File: src/logic/trg_pkg.sv
`default_nettype none
package trg_pkg;
	// ----------------------------------------
	// object indices
	// ----------------------------------------
	localparam logic [15:0] IDX_TERM_SEL = 16'h427f;
	localparam logic [15:0] IDX_REG_BASE = 16'h4280;
	localparam logic [15:0] IDX_REG_LAST = 16'h4287;
	// ----------------------------------------
	// terminal registers
	// ----------------------------------------
	localparam logic [7:0] REG_CODE = 8'h1f;
	localparam logic [7:0] REG_USER_LO = 8'h20;
	localparam logic [7:0] REG_USER_HI = 8'h2f;
	localparam logic [7:0] REGS_PER_PAGE = 8'h40;
	localparam logic [15:0] CODE_UNLOCK = 16'h1235;
	localparam logic [15:0] CODE_CLOSED = 16'h0000;
	localparam logic [15:0] TERM_NONE = 16'h0000;
	// ----------------------------------------
	// sizes and reset values
	// ----------------------------------------
	localparam int TERM_MAX = 64;
	localparam int CHAN_W = 2;
	localparam logic [15:0] SEL_RST = 16'h0000;
	// ----------------------------------------
	// controller states
	// ----------------------------------------
	typedef enum logic [2:0] {
		ST_IDLE = 3'b001,
		ST_XFER = 3'b010,
		ST_RESP = 3'b100
	} trg_state_e;
endpackage
`default_nettype wire

File: src/logic/trg_obj_map.sv
`default_nettype none
module trg_obj_map (
	input wire logic [15:0] obj_index,
	input wire logic [7:0] obj_sub,
	output logic is_sel,
	output logic is_reg,
	output logic map_ok,
	output logic [1:0] chan,
	output logic [7:0] reg_num
);
	// ----------------------------------------
	// index and sub-index mapping
	// ----------------------------------------
	logic hi_page;
	logic [7:0] sub_m1;
	always_comb begin
		is_sel = (obj_index == trg_pkg::IDX_TERM_SEL);
		is_reg = (obj_index >= trg_pkg::IDX_REG_BASE) && (obj_index <= trg_pkg::IDX_REG_LAST);
		chan = obj_index[2:1];
		hi_page = obj_index[0];
		sub_m1 = obj_sub - 8'h01;
		// low page holds 0 to 63 only
		if (hi_page) begin
			reg_num = 8'(sub_m1 + trg_pkg::REGS_PER_PAGE);
			map_ok = (obj_sub != 8'h00) && (obj_sub <= 8'hc0);
		end else begin
			reg_num = sub_m1;
			map_ok = (obj_sub != 8'h00) && (obj_sub <= trg_pkg::REGS_PER_PAGE);
		end
	end
endmodule // trg_obj_map
`default_nettype wire

File: src/logic/trg_gateway.sv
`default_nettype none
// Operation
// - A 2-byte write to sub-index 0 of the select object picks the terminal for later accesses.
// - Terminal 1 is the first one after the coupler, counting up in physical order.
// - Writing zero to the select object drops the selection, done by the master per terminal.
// - Each sub-index reaches the terminal register numbered sub-index minus one, plus 64 on an odd index.
// - Channel n uses index 0x4280+2n for registers 0-63 and the next odd index above 63.
// - At most four channels or pages per terminal, each normally registers 0 to 63.
// - Registers 32 to 47 change only while 0x1235 stands in register 31; the code takes the code word from channel 0 low page only, for every channel.
// - Returning register 31 to zero commits the user parameters; the master must do it.
// - Entries go one at a time, each confirmed before the next may start.
// - Every received value is written to the terminal without comparing to the old one; the code drops locked user writes and aborted requests.
// - Register writes are taken in startup and in normal operation alike.
// - A missing terminal or one without register access gets an abort answer.
module trg_gateway (
	input wire logic core_clk,
	input wire logic rstn,
	input wire logic req_valid,
	output logic req_ready,
	input wire logic [15:0] req_index,
	input wire logic [7:0] req_sub,
	input wire logic [15:0] req_data,
	output logic resp_valid,
	output logic resp_abort,
	input wire logic [15:0] term_count,
	input wire logic [trg_pkg::TERM_MAX-1:0] term_regcap,
	output logic tb_req,
	output logic [15:0] tb_term,
	output logic [1:0] tb_chan,
	output logic [7:0] tb_reg,
	output logic [15:0] tb_data,
	input wire logic tb_done,
	input wire logic tb_fail,
	output logic user_commit,
	output logic [15:0] term_sel,
	output logic unlocked
);
	// ----------------------------------------
	// request decode
	// ----------------------------------------
	logic is_sel;
	logic is_reg;
	logic map_ok;
	logic [1:0] m_chan;
	logic [7:0] m_reg;
	trg_obj_map u_map (
		.obj_index(req_index),
		.obj_sub(req_sub),
		.is_sel(is_sel),
		.is_reg(is_reg),
		.map_ok(map_ok),
		.chan(m_chan),
		.reg_num(m_reg)
	);

	// ----------------------------------------
	// state
	// ----------------------------------------
	trg_pkg::trg_state_e state_r, state_nxt;
	logic [15:0] sel_r, sel_nxt;
	logic unlock_r, unlock_nxt;
	logic tb_req_r, tb_req_nxt;
	logic [1:0] chan_r, chan_nxt;
	logic [7:0] reg_r, reg_nxt;
	logic [15:0] data_r, data_nxt;
	logic resp_v_r, resp_v_nxt;
	logic abort_r, abort_nxt;
	logic commit_r, commit_nxt;
	logic code_r, code_nxt;
	logic term_ok;
	logic [5:0] cap_idx;
	logic protected_reg;
	logic code_reg;

	always_comb begin
		// terminal n sits at bit n-1
		cap_idx = sel_r[5:0] - 6'h01;
		term_ok = (sel_r != trg_pkg::TERM_NONE) && (sel_r <= term_count)
			&& (sel_r <= 16'(trg_pkg::TERM_MAX)) && term_regcap[cap_idx];
		protected_reg = (m_reg >= trg_pkg::REG_USER_LO) && (m_reg <= trg_pkg::REG_USER_HI);
		code_reg = (m_reg == trg_pkg::REG_CODE);
	end

	// ----------------------------------------
	// code word target
	// ----------------------------------------
	// decided at take, so the transfer state needs no page compare
	always_comb begin
		code_nxt = code_r;
		if (state_r == trg_pkg::ST_IDLE && req_valid) begin
			code_nxt = code_reg && (m_chan == 2'h0) && !req_index[0];
		end
	end

	always_ff @(posedge core_clk or negedge rstn) begin
		if (!rstn) begin
			code_r <= 1'b0;
		end else begin
			code_r <= code_nxt;
		end
	end

	// ----------------------------------------
	// next-state logic
	// ----------------------------------------
	always_comb begin
		state_nxt = state_r;
		sel_nxt = sel_r;
		unlock_nxt = unlock_r;
		tb_req_nxt = tb_req_r;
		chan_nxt = chan_r;
		reg_nxt = reg_r;
		data_nxt = data_r;
		resp_v_nxt = 1'b0;
		abort_nxt = abort_r;
		commit_nxt = 1'b0;
		case (state_r)
			trg_pkg::ST_IDLE: begin
				if (req_valid) begin
					state_nxt = trg_pkg::ST_RESP;
					resp_v_nxt = 1'b1;
					abort_nxt = 1'b1;
					if (is_sel) begin
						if (req_sub == 8'h00) begin
							sel_nxt = req_data;
							abort_nxt = 1'b0;
							// new or no terminal, lock again
							unlock_nxt = 1'b0;
						end
					end else if (is_reg && map_ok && term_ok) begin
						// locked user writes never reach terminal
						if (!(protected_reg && !unlock_r)) begin
							state_nxt = trg_pkg::ST_XFER;
							resp_v_nxt = 1'b0;
							tb_req_nxt = 1'b1;
							chan_nxt = m_chan;
							reg_nxt = m_reg;
							data_nxt = req_data;
						end
					end
				end
			end
			trg_pkg::ST_XFER: begin
				if (tb_done) begin
					tb_req_nxt = 1'b0;
					state_nxt = trg_pkg::ST_RESP;
					resp_v_nxt = 1'b1;
					abort_nxt = tb_fail;
					// code word only on page 0 low
					if (!tb_fail && code_r) begin
						unlock_nxt = (data_r == trg_pkg::CODE_UNLOCK);
						commit_nxt = unlock_r && (data_r == trg_pkg::CODE_CLOSED);
					end
				end
			end
			trg_pkg::ST_RESP: begin
				// one entry in flight at a time
				state_nxt = trg_pkg::ST_IDLE;
			end
			default: begin
				state_nxt = trg_pkg::ST_IDLE;
				tb_req_nxt = 1'b0;
			end
		endcase
	end

	// ----------------------------------------
	// registers
	// ----------------------------------------
	always_ff @(posedge core_clk or negedge rstn) begin
		if (!rstn) begin
			state_r <= trg_pkg::ST_IDLE;
			sel_r <= trg_pkg::SEL_RST;
			unlock_r <= 1'b0;
			tb_req_r <= 1'b0;
			chan_r <= 2'h0;
			reg_r <= 8'h00;
			data_r <= 16'h0000;
			resp_v_r <= 1'b0;
			abort_r <= 1'b0;
			commit_r <= 1'b0;
		end else begin
			state_r <= state_nxt;
			sel_r <= sel_nxt;
			unlock_r <= unlock_nxt;
			tb_req_r <= tb_req_nxt;
			chan_r <= chan_nxt;
			reg_r <= reg_nxt;
			data_r <= data_nxt;
			resp_v_r <= resp_v_nxt;
			abort_r <= abort_nxt;
			commit_r <= commit_nxt;
		end
	end

	// ----------------------------------------
	// outputs
	// ----------------------------------------
	// ready only when idle, so a second entry waits
	assign req_ready = (state_r == trg_pkg::ST_IDLE);
	assign resp_valid = resp_v_r;
	assign resp_abort = abort_r;
	assign tb_req = tb_req_r;
	assign tb_term = sel_r;
	assign tb_chan = chan_r;
	assign tb_reg = reg_r;
	assign tb_data = data_r;
	assign user_commit = commit_r;
	assign term_sel = sel_r;
	assign unlocked = unlock_r;
endmodule // trg_gateway
`default_nettype wire

File: config.mk
export PLATFORM = sky130hd
export DESIGN_NAME = trg_gateway
export DESIGN_NICKNAME = d
export VERILOG_FILES = /design/src/logic/trg_pkg.sv /design/src/logic/trg_obj_map.sv /design/src/logic/trg_gateway.sv
export SDC_FILE = /design/constraint.sdc
export NUM_CORES = 1
export LEC_CHECK = 0
export BUFFER_PORTS_ARGS = -buffer_cell sky130_fd_sc_hd__buf_2
export CAP_MARGIN = 10
export CORE_MARGIN = 2
export CORE_UTILIZATION = 51
export DETAILED_ROUTE_END_ITERATION = 10
export GPL_ROUTABILITY_DRIVEN = 0
export PLACE_DENSITY = 0.95
export SKIP_LAST_GASP = 1
export SYNTH_ARGS = -nofsm -noshare
export SYNTH_HDL_FRONTEND = slang
export SYNTH_SLANG_ARGS = --single-unit
File: constraint.sdc
create_clock -name core_clk -period 9.3 [get_ports core_clk]
set_clock_uncertainty 0.1 [all_clocks]
set_input_delay 0.93 -clock core_clk [delete_from_list [all_inputs] [get_ports core_clk]]
set_output_delay 0.93 -clock core_clk [all_outputs]
set_load 0.005 [all_outputs]
# Yosys cells after proc, flatten, opt, wreduce, memory -nomap -nowiden
# Cells that the tools add are included.
[op_classes]
mux = 36
eq_ne = 14
addsub = 3
reduce_logical = 30
n_lt_le_gt_ge = 9
n_bitwise = 3
[op_table]
columns = ["op", "count"]
rows = [
  ["$mux 1", 24],
  ["$eq 16x13->1 const B", 1],
  ["$eq 16x15->1 const B", 1],
  ["$ge 16x15->1 const B", 1],
  ["$le 16x15->1 const B", 1],
  ["$le 16x16->1", 1],
  ["$le 16x7->1 const B", 1],
  ["$logic_not 16->1", 1],
  ["$reduce_bool 16->1", 1],
  ["$logic_and 1x1->1", 15],
  ["$mux 3", 5],
  ["$reduce_and 6->1", 2],
  ["$ne 2x2->1 const B", 5],
  ["$add 8x7->8 const B", 1],
  ["$eq 8x5->1 const B", 1],
  ["$ge 8x6->1 const B", 1],
  ["$le 8x6->1 const B", 1],
  ["$le 8x7->1 const B", 1],
  ["$le 8x8->1 const B", 1],
  ["$logic_not 8->1", 1],
  ["$mux 8", 1],
  ["$reduce_bool 8->1", 1],
  ["$sub 8x1->8 const B", 1],
  ["$lt 6x7->1 const B", 1],
  ["17 further kinds", 25],
]
[totals]
reg_bits = 51
in_bits = 125
output_inout_bits = 64
word_cells = 106

# Logic depth before layout (Yosys ltp)
# Gate-level depths: netlist of the first run.
[depth]
depth_word = 11
ltp_mapped = 13

# Modules after synthesis
# A second synthesis of the first run with hierarchy kept.
[hier_totals]
cells_unflattened = 337
area_unflattened_um2 = 3669.8
[modules_own_cells]
columns = ["module", "n_inst", "seq_area_each_um2", "area_per_inst_um2", "cells_each"]
rows = [
  ["trg_gateway", 1, 1277.5, 3355.7, 294],
  ["trg_obj_map", 1, 0.0, 314.1, 43],
]

# Least setup slack after synthesis of the first run
# Ideal clock, no wire load.
[synth_path]
path_kind = "in2reg"
startpoint = "input req_sub[0]"
endpoint = "register chan_r[0], in the netlist tb_chan[0]"
n_path_buf = 2
t_arrival_ns = 3.278
setup_slack_ns = 5.797
path_stages = 11
cell_sequence = "inv_1 > ha_1 > clkbuf_1 > a211o_1 > a2111oi_0 > a221oi_2 > a2111oi_2 > a2111oi_4 > nand3_4 > buf_6 > mux2_4"
[synth_via]
elab_chain_len = 8
elab_cells_between_ends = 17
[synth_rtl]
columns = ["item", "line", "source"]
rows = [
  ["start, declared", "trg_gateway.sv:21", "input wire logic [7:0] req_sub,"],
  ["$sub 8x1->8", "trg_obj_map.sv:21", "sub_m1 = obj_sub - 8'h01;"],
  ["$add 8x7->8", "trg_obj_map.sv:24", "reg_num = 8'(sub_m1 + trg_pkg::REGS_PER_PAGE);"],
  ["$mux 8", "trg_obj_map.sv:23", "if (hi_page) begin"],
  ["$ge 8x6->1 or $le 8x6->1 (tied branches)", "trg_gateway.sv:80", "protected_reg = (m_reg >= trg_pkg::REG_USER_LO) && (m_reg <= trg_pkg::REG_USER_HI);"],
  ["$logic_and 1x1->1", "trg_gateway.sv:80", ""],
  ["$logic_and 1x1->1", "trg_gateway.sv:132", "if (!(protected_reg && !unlock_r)) begin"],
  ["$not 1->1 (no source line)", "--", ""],
  ["$reduce_and 5->1 (no source line) *", "--", ""],
  ["end signal, assigned", "trg_gateway.sv:187", "chan_r <= chan_nxt;"],
  ["end, declared", "trg_gateway.sv:63", "logic [1:0] chan_r, chan_nxt;"],
]
# Mark *: on every way between the ends. The rest lies on a longest branch, timed or not.
# A chain may end at the register's enable or synchronous reset.

# Worst setup path in the final report of the first run
[layout_path]
startpoint = "register sel_r[0], in the netlist tb_term[0]"
endpoint = "register data_r[7], in the netlist tb_data[7]"
[layout_via]
elab_chain_len = 6
elab_cells_between_ends = 11
[layout_rtl]
columns = ["item", "line", "source"]
rows = [
  ["start, declared", "trg_gateway.sv:60", "logic [15:0] sel_r, sel_nxt;"],
  ["start signal, assigned", "trg_gateway.sv:173", "sel_r <= trg_pkg::SEL_RST;"],
  ["start signal, assigned", "trg_gateway.sv:184", "sel_r <= sel_nxt;"],
  ["$sub 6x1->6, or another cell as far along", "trg_gateway.sv:77", "cap_idx = sel_r[5:0] - 6'h01;"],
  ["$bmux 1 s6 or $logic_and 1x1->1 (tied branches)", "trg_gateway.sv:79, trg_gateway.sv:78", ""],
  ["$mux 1 (not written as such) or $logic_and 1x1->1 (tied branches)", "trg_gateway.sv:79", "&& (sel_r <= 16'(trg_pkg::TERM_MAX)) && term_regcap[cap_idx];"],
  ["$logic_and 1x1->1 *", "trg_gateway.sv:79", ""],
  ["$logic_and 1x1->1 *", "trg_gateway.sv:130", "end else if (is_reg && map_ok && term_ok) begin"],
  ["$reduce_and 5->1 (no source line) *", "--", ""],
  ["end signal, assigned", "trg_gateway.sv:189", "data_r <= data_nxt;"],
  ["end, declared", "trg_gateway.sv:65", "logic [15:0] data_r, data_nxt;"],
]
# Mark *: on every way between the ends. The rest lies on a longest branch, timed or not. The select of a mux whose other input is x is not followed.

==> results of run 1 <==
==> where the power goes <==
group	total [mW]	internal, mW	switching [mW]
Sequential	0.224	0.223	0.00124
Combinational	0.0722	0.0368	0.0353
Clock	0.160	0.0872	0.0732
Total	0.457	0.347	0.110
==> layout make-up <==
cell class / count / area (µm²)
fillers: 566 / 2450
multi-input cells: 244 / 2240
flip-flops and latches: 51 / 1280
repair buffers: 189 / 948
well taps: 99 / 124
inverters: 26 / 97.6
clock buffers: 6 / 82.6
clock inverters: 2 / 35.0
==> placed cells by master (no fill, tap or decap), types with 3 or more instances in the layout <==
cell type,instances
a21oi_1,13
a22o_1,3
a31oi_1,3
buf_2,188
clkbuf_8,6
dfrtp_1,50
ha_1,19
inv_1,26
mux2_2,21
mux2_4,18
mux2i_1,7
mux4_2,16
nand2_1,26
nand3_1,5
nand4_1,6
nor2_1,11
nor2b_1,5
nor3_1,8
nor4_1,8
nor4b_1,6
o21ai_0,13
o32ai_1,3
xnor2_1,3
xor2_1,6
==> cell families (layout without fill, tap and decap cells) <==
family                     count (synthesis)  after routing  synth area share [%]
AOI/OAI and AO/OA                         56             56                  10.8
xor gates and xnor gates                  10             10                  2.49
adders and majority gates                 19             19                  6.22
and+or+nand+nor                           97             97                  14.4
buffers and inverters                     59            223                  8.18
DFF                                       51             51                  33.4
muxes                                     62             62                  24.5
==> final timing paths <==
check / cells past startpoint / slack [ps] / to / startpoint
worst max register to register: 9 / 5030 / tb_data[7] / tb_term[0]
worst min-delay path: 1 / 420 / tb_reg[3] / tb_reg[3]
min in group asynchronous: 2 / 630 / tb_data[8] / rstn
worst max-delay path: 9 / 5030 / tb_data[7] / tb_term[0]
max in group asynchronous: 2 / 8030 / tb_term[1] / rstn
worst min register to register: 1 / 420 / tb_reg[3] / tb_reg[3]
==> metal layers <==
| layer | vias up | track usage, % |
|---|---|---|
| met4 | 0 | 9.49 |
| li1 | 1628 | - |
| met1 | 1706 | 28.9 |
| met3 | 28 | 4.67 |
| met5 | - | 0 |
| met2 | 218 | 52.0 |
==> per-stage QoR <==
step / hold WS (ps) / instance area, µm² / cells / total power [mW] / utilization, %
after detailed placement: 394 / 4680 / 609 / 0.301 / 64.6
after global placement: 376 / 4680 / 609 / 0.297 / 64.6
after global routing: 431 / 4800 / 617 / 0.476 / 66.2
final: 415 / 4800 / 617 / 0.457 / 66.2
after CTS: 418 / 4800 / 617 / 0.460 / 66.2
after floorplan: 342 / 3820 / 354 / 0.259 / -
==> impl_metrics.yaml, run 1 <==
run_status:
  outcome: "finished, final reports clean"
drt:
  wirelength_met1_mm: 3.84
  drtIter0Drc: 215
  dr_wl_met2_mm: 5.98
  routed-via-count: 3580
  met3_length_um: 864
  highest_layer: "met4"
  ant_nets: 0
  drc: 0
  detail_route.wl_per_cell_um: 17.8
  viasPerCell: 5.80
  wirelength_mm: 11.0
  firstDrtPassIters: 5
floorplan:
  die_h_um: 90.6
  rows: 31
  die_w_um: 90.6
  die-area_um2: 8210
  start_util_pct: 52.7
  ios: 189
  core-area_um2: 7250
final_layout:
  fin_nets: 661
  area_growth_syn_to_layout_pct: 25.5
  num_antenna_cells: 0
  drive_gt1_share_pct: 51.2
clock_tree:
  cts_tree: "done"
  cts_inserted_buffers: 5
  cts_resized: 0
  clock_sinks: 51
  clk_latency_ps: 300
  h-tree-depth: 2
  post_cts_buffers: 0
  worst_setup_hold_path_clk_slew_ps: 100
  cts_root_buf: "clkbuf_8"
  clockBufferDepth: 2
  hold_buffers: 0
global_routing:
  grtUsageTotal_pct: 26.8
  grt_max_degree: 52
  antenna_found_initial: 0
  overflow: 0
  grt_pass1_vias: 3804
  grt_pass1_wl_mm: 17.8
critical_path:
  critPathKind: "register to register"
  crit_buf_inv: 1
  critPathCaptureType: "register"
  critPathRequiredTime_ps: 9380
  crit_path_max_incr_delay_ps: 1080
  cp_max_fo: 27
  start_kind: "register"
  slowest_stage: "dfrtp_1"
  worstPathArrival_ps: 4360
  crit_chain: "inv_1, ha_1, mux4_2, mux2i_1, and2_1, a221o_1, o32ai_2, nand3_4, mux2_4"
  critPathTopFamily: "flip-flops"
yosys:
  syn-num-nets: 498
  synth_area_leader_cell: "dfrtp_1"
  syn_inst: 354
  synth_top_area_share_pct: 32.7
  synth-edff-count: 0
  synth.distinct_cells: 63
  syn-cell-area_um2: 3820
  async_flop_share_pct: 100
  synth_commonest_cells: "dfrtp_1, inv_1, nand2_1"
  synth_most_common_cell: "dfrtp_1"
  synth_flop_cell: "dfrtp_1"
  synth.area.top_cells: "dfrtp_1, mux4_2, mux2_4, ha_1, mux2_2"
  ys_ff_latch: 51
  ys_warn_count: 0
  yosysSeqAreaShare_pct: 33.4
  syn_area_per_cell_um2: 10.8
timing:
  tns_ps: 0
  hold_violations: 0
  relSlewSlack_pct: 26.5
  period_share_pct: 46.0
  fmax_mhz: 234
  period_minus_slack_ps: 4270
  tightest_slew_ps: 1100
  setup_slack_ps: 5030
  finalMaxSlewViolations: 0
  setup_viol_count_final: 0
  rsz0062_at_grt: "false"
pwr:
  p_leak_nw: 2.56
  powerDensity_nw_per_um2: 95.2
  ir_drop_v: 0.0000616
place:
  post-place-ws_ps: 4970
  portBuffers: 188
  hpwl_mm: 8.89
worst_hold_path:
  timing.hold.worst.class: "register to register"
job:
  max_cap_viol_count: 0
(Power assumes the default switching activity.)
==> run 2, diff against run 1 <==
--- a/config.mk
+++ b/config.mk
@@ -8,10 +8,10 @@
 export BUFFER_PORTS_ARGS = -buffer_cell sky130_fd_sc_hd__buf_2
 export CAP_MARGIN = 10
 export CORE_MARGIN = 2
-export CORE_UTILIZATION = 51
+export CORE_UTILIZATION = 47
 export DETAILED_ROUTE_END_ITERATION = 10
 export GPL_ROUTABILITY_DRIVEN = 0
-export PLACE_DENSITY = 0.95
+export PLACE_DENSITY = 0.91
 export SKIP_LAST_GASP = 1
 export SYNTH_ARGS = -nofsm -noshare
 export SYNTH_HDL_FRONTEND = slang
==> constraint.sdc (replaced) <==
create_clock -name core_clk -period 4.2 [get_ports core_clk]
set_clock_uncertainty 0.1 [all_clocks]
set_input_delay 0.42 -clock core_clk [delete_from_list [all_inputs] [get_ports core_clk]]
set_output_delay 0.42 -clock core_clk [all_outputs]
set_load 0.005 [all_outputs]
==> impl_metrics.yaml, run 2 (synthesis gave the netlist of run 1 again) <==
clock_tree:
  h-tree-depth: 2
  hold_buffers: 0
  post_cts_buffers: 0
  clock_sinks: 51
  cts_resized: 0
  worst_setup_hold_path_clk_slew_ps: 100
  cts_inserted_buffers: 5
  clk_latency_ps: 310
  cts_tree: "done"
  clockBufferDepth: 2
  cts_root_buf: "clkbuf_8"
timing:
  period_minus_slack_ps: 3500
  hold_violations: 22
  rsz0062_at_grt: "false"
  finalMaxSlewViolations: 0
  whs_ps: -12.4
  relSlewSlack_pct: 46.6
  tns_ps: 0
  period_share_pct: 83.3
  setup_viol_count_final: 0
  fmax_mhz: 286
  setup_slack_ps: 699
  tightest_slew_ps: 800
floorplan:
  rows: 32
  die_w_um: 94.2
  die_h_um: 94.2
  start_util_pct: 49.0
  ios: 189
  core-area_um2: 7810
  die-area_um2: 8880
critical_path:
  worstPathArrival_ps: 3600
  critPathRequiredTime_ps: 4300
  critPathTopFamily: "multiplexers"
  crit_chain: "inv_1, ha_1, mux4_2, mux2i_1, and2_1, a221o_1, o32ai_2, nand3_4, mux2_4"
  critPathKind: "register to register"
  cp_max_fo: 27
  critPathCaptureType: "register"
  start_kind: "register"
  crit_buf_inv: 1
  crit_path_max_incr_delay_ps: 680
  slowest_stage: "ha_1"
pwr:
  pwr-share-clk_pct: 31.1
  power_frac_comb_pct: 16.7
  power.switching_uw: 255
  powerDensity_nw_per_um2: 198
  intPower_uw: 698
  seqPwrFrac_pct: 52.2
  p_leak_nw: 2.56
  ir_drop_v: 0.000119
  switching_share_pct: 26.8
drt:
  drtIter0Drc: 145
  routed-via-count: 3495
  firstDrtPassIters: 4
  detail_route.wl_per_cell_um: 17.1
  drc: 0
  ant_nets: 0
  wirelength_mm: 10.6
  viasPerCell: 5.62
final_layout:
  num_antenna_cells: 0
  area_growth_syn_to_layout_pct: 25.7
  drive_gt1_share_pct: 51.3
  final_cell_mix: "buf_2, dfrtp_1, inv_1, nand2_1, mux2_2"
  fill_cells: 628
  fin_nets: 663
  mostFrequentLayoutCell: "buf_2"
global_routing:
  overflow: 0
  grtUsageTotal_pct: 23.8
  grt_pass1_wl_mm: 16.2
  grt_pass1_vias: 3407
  grt_max_degree: 52
  antenna_found_initial: 0
place:
  post-place-ws_ps: 643
  portBuffers: 188
  hpwl_mm: 8.73
worst_hold_path:
  timing.hold.worst.class: "input pin to async pin"
run_status:
  violations: "negative hold slack"
  outcome: "finished with violations"
job:
  max_cap_viol_count: 0
-- run 2: power by group through the flow --
stage,clock [mW],sequential [mW],combinational (mW)
global placement,0,0.506,0.151
detailed placement,0,0.506,0.157
floorplan,0,0.506,0.0669
CTS,0.303,0.497,0.157
global route,0.328,0.497,0.175
finish,0.297,0.497,0.159
-- run 2: path summary, 6_finish.rpt --
| path | start | to | slack [ps] | depth (start not counted) |
|---|---|---|---|---|
| worst max-delay path | tb_term[1] | tb_data[11] | 700 | 9 |
| worst min-delay path | rstn | tb_data[11] | -10 | 1 |
| worst max register to register | tb_term[1] | tb_data[11] | 700 | 9 |
| worst min register to register | tb_reg[3] | tb_reg[3] | 410 | 1 |
| max in group asynchronous | rstn | tb_reg[0] | 3470 | 2 |
| min in group core_clk | req_data[6] | tb_data[6] | 240 | 2 |
-- run 2: per-layer routing --
layer	up-vias	track usage, %	routed length, µm	share of wire, %
li1	1638	-	-	-
met1	1653	28.0	4070	38
met2	178	43.2	5470	51
met3	26	4.17	804	7.6
met4	0	8.33	297	2.8
met5	-	0	0	0
-- run 2: through the flow --
step | instances | total power [mW] | instance area, µm² | util, %
after floorplan | 354 | 0.573 | 3820 | -
after global routing | 622 | 1.00 | 4810 | 61.6
after detailed placement | 613 | 0.663 | 4700 | 60.1
after global placement | 613 | 0.658 | 4700 | 60.1
after CTS | 621 | 0.957 | 4790 | 61.3
final | 622 | 0.952 | 4810 | 61.6
-- run 2: cell type report --
cell class,instances,area [µm²],area share [%]
clock buffer,5,68.8,1.43
inverter,26,97.6,2.03
clock inverter,3,23.8,0.494
timing repair buffer,191,976,20.3
sequential,51,1280,26.6
tap,102,128,2.65
multi-input combinational,244,2240,46.5
==> run 3, diff against run 2 <==
==> constraint.sdc (replaced) <==
create_clock -name core_clk -period 3.4 [get_ports core_clk]
set_clock_uncertainty 0.1 [all_clocks]
set_input_delay 0.34 -clock core_clk [delete_from_list [all_inputs] [get_ports core_clk]]
set_output_delay 0.34 -clock core_clk [all_outputs]
set_load 0.005 [all_outputs]
==> impl_metrics.yaml, run 3 (synthesis gave the netlist of run 1 again) <==
clock_tree:
  cts_root_buf: "clkbuf_8"
  clockBufferDepth: 2
  cts_tree: "done"
  clk_latency_ps: 300
  h-tree-depth: 2
  cts_inserted_buffers: 5
  worst_setup_hold_path_clk_slew_ps: 100
  clock_sinks: 51
final_layout:
  multi_input_area_um2: 2240
  final_cells: 627
  fill_cells: 642
  mostFrequentLayoutCell: "buf_2"
  final_cell_mix: "buf_2, dfrtp_1, inv_1, nand2_1, mux2_2"
  drive_gt1_share_pct: 51.4
  num_antenna_cells: 0
  fin_nets: 668
  design_area_um2: 4880
  area_growth_syn_to_layout_pct: 27.6
  seq_area_um2: 1280
pwr:
  fin_total_pwr_mw: 1.24
  powerDensity_nw_per_um2: 253
  ir_drop_v: 0.000272
  p_leak_nw: 2.60
timing:
  period_share_pct: 93.5
  relSlewSlack_pct: 61.9
  setup_viol_count_final: 0
  tightest_slew_ps: 565
  setup_slack_ps: 220
  rsz0062_at_grt: "false"
  finalMaxSlewViolations: 0
  period_minus_slack_ps: 3180
  tns_ps: 0
  fmax_mhz: 315
  hold_violations: 0
job:
  max_cap_viol_count: 0
global_routing:
  grt_max_degree: 31
  grt_pass1_vias: 3624
  grt_pass1_wl_mm: 17.1
  overflow: 0
  antenna_found_initial: 0
  grtUsageTotal_pct: 24.9
floorplan:
  core-area_um2: 7810
  die_h_um: 94.2
  ios: 189
  rows: 32
  start_util_pct: 49.0
  die-area_um2: 8880
  die_w_um: 94.2
critical_path:
  slowest_stage: "ha_1"
  ff2ff_setup_slack_ps: 220
  start_kind: "register"
  worstPathArrival_ps: 3260
  crit_buf_inv: 2
  critPathRequiredTime_ps: 3480
  critPathCaptureType: "register"
  critPathKind: "register to register"
  crit_path_max_incr_delay_ps: 660
  critPathTopFamily: "adder cells"
  cp_max_fo: 16
  crit_chain: "inv_1, ha_1, mux4_2, mux2i_1, and2_1, a221o_1, o32ai_2, nand3_4, buf_12, mux2_4"
place:
  hpwl_mm: 9.15
  dp_cells: 618
  post-place-ws_ps: 149
  portBuffers: 188
  place_area_um2: 4760
drt:
  routed-via-count: 3613
  detail_route.wl_per_cell_um: 17.7
  drc: 0
  wirelength_mm: 11.1
  ant_nets: 0
  firstDrtPassIters: 4
  drtIter0Drc: 167
  viasPerCell: 5.76
run_status:
  outcome: "finished, final reports clean"
worst_hold_path:
  timing.hold.worst.class: "input pin to register"
[run 3: changes by cell type in the layout (fill, tap and decap cells not counted)]
cell / previous run / this run
buf_4: 2 / 5
buf_12: 1 / 2
bufinv_16: 0 / 1
clkbuf_1: 0 / 1
clkinv_2: 1 / 0
clkinvlp_4: 1 / 0
dlygate4sd3_1: 0 / 1
inv_6: 0 / 1
inv_8: 1 / 0
[run 3: path summary, 6_finish.rpt]
| kind | end | from | cells after the start |
|---|---|---|---|
| min in group asynchronous | tb_term[13] | rstn | 2 |
| worst max-delay path | tb_data[6] | tb_term[0] | 10 |
| max in group asynchronous | state_r[0] | rstn | 3 |
| worst min register to register | tb_reg[2] | tb_reg[2] | 1 |
| worst max register to register | tb_data[6] | tb_term[0] | 10 |
| worst min-delay path | tb_term[4] | req_data[4] | 3 |
[run 3: layer usage]
metal | GRT usage (%) | wire [µm] | vias up
met2 | 46.4 | 5760 | 227
met4 | 10.7 | 363 | 0
met3 | 5.94 | 1000 | 36
met5 | 0 | 0 | -
li1 | - | - | 1647
met1 | 26.6 | 3940 | 1703
[run 3: repair_timing]
item	CTS	global route
gates resized for setup	0	0
hold buffers	1	0
buffers inserted	0	0
endpoints found under the hold margin	21	0
[run 3: worst min-delay path: stages]
cell	delay, ps
buf_2	90
nand2_1	50
o21ai_0	60
[run 3: final cells by class]
class	count	area share [%]
multi-input cells	244	45.8
flip-flops and latches	51	26.2
repair buffers	196	21.1
well taps	102	2.62
inverters	26	2.00
clock buffers	6	1.49
clock inverters	2	0.795
[run 3: where the power goes]
part | total [mW] | internal (mW) | switching [mW] | leakage [nW]
clock | 0.428 | 0.223 | 0.205 | 0.0558
sequential | 0.614 | 0.611 | 0.00294 | 0.676
combinational | 0.196 | 0.101 | 0.0943 | 1.87
total | 1.24 | 0.935 | 0.302 | 2.60
[run 3: through the flow]
stage,hold WS (ps),util [%]
floorplan,-55.6,-
global placement,226,60.9
detailed placement,236,60.9
CTS,166,62.5
global route,165,62.5
finish,166,62.5
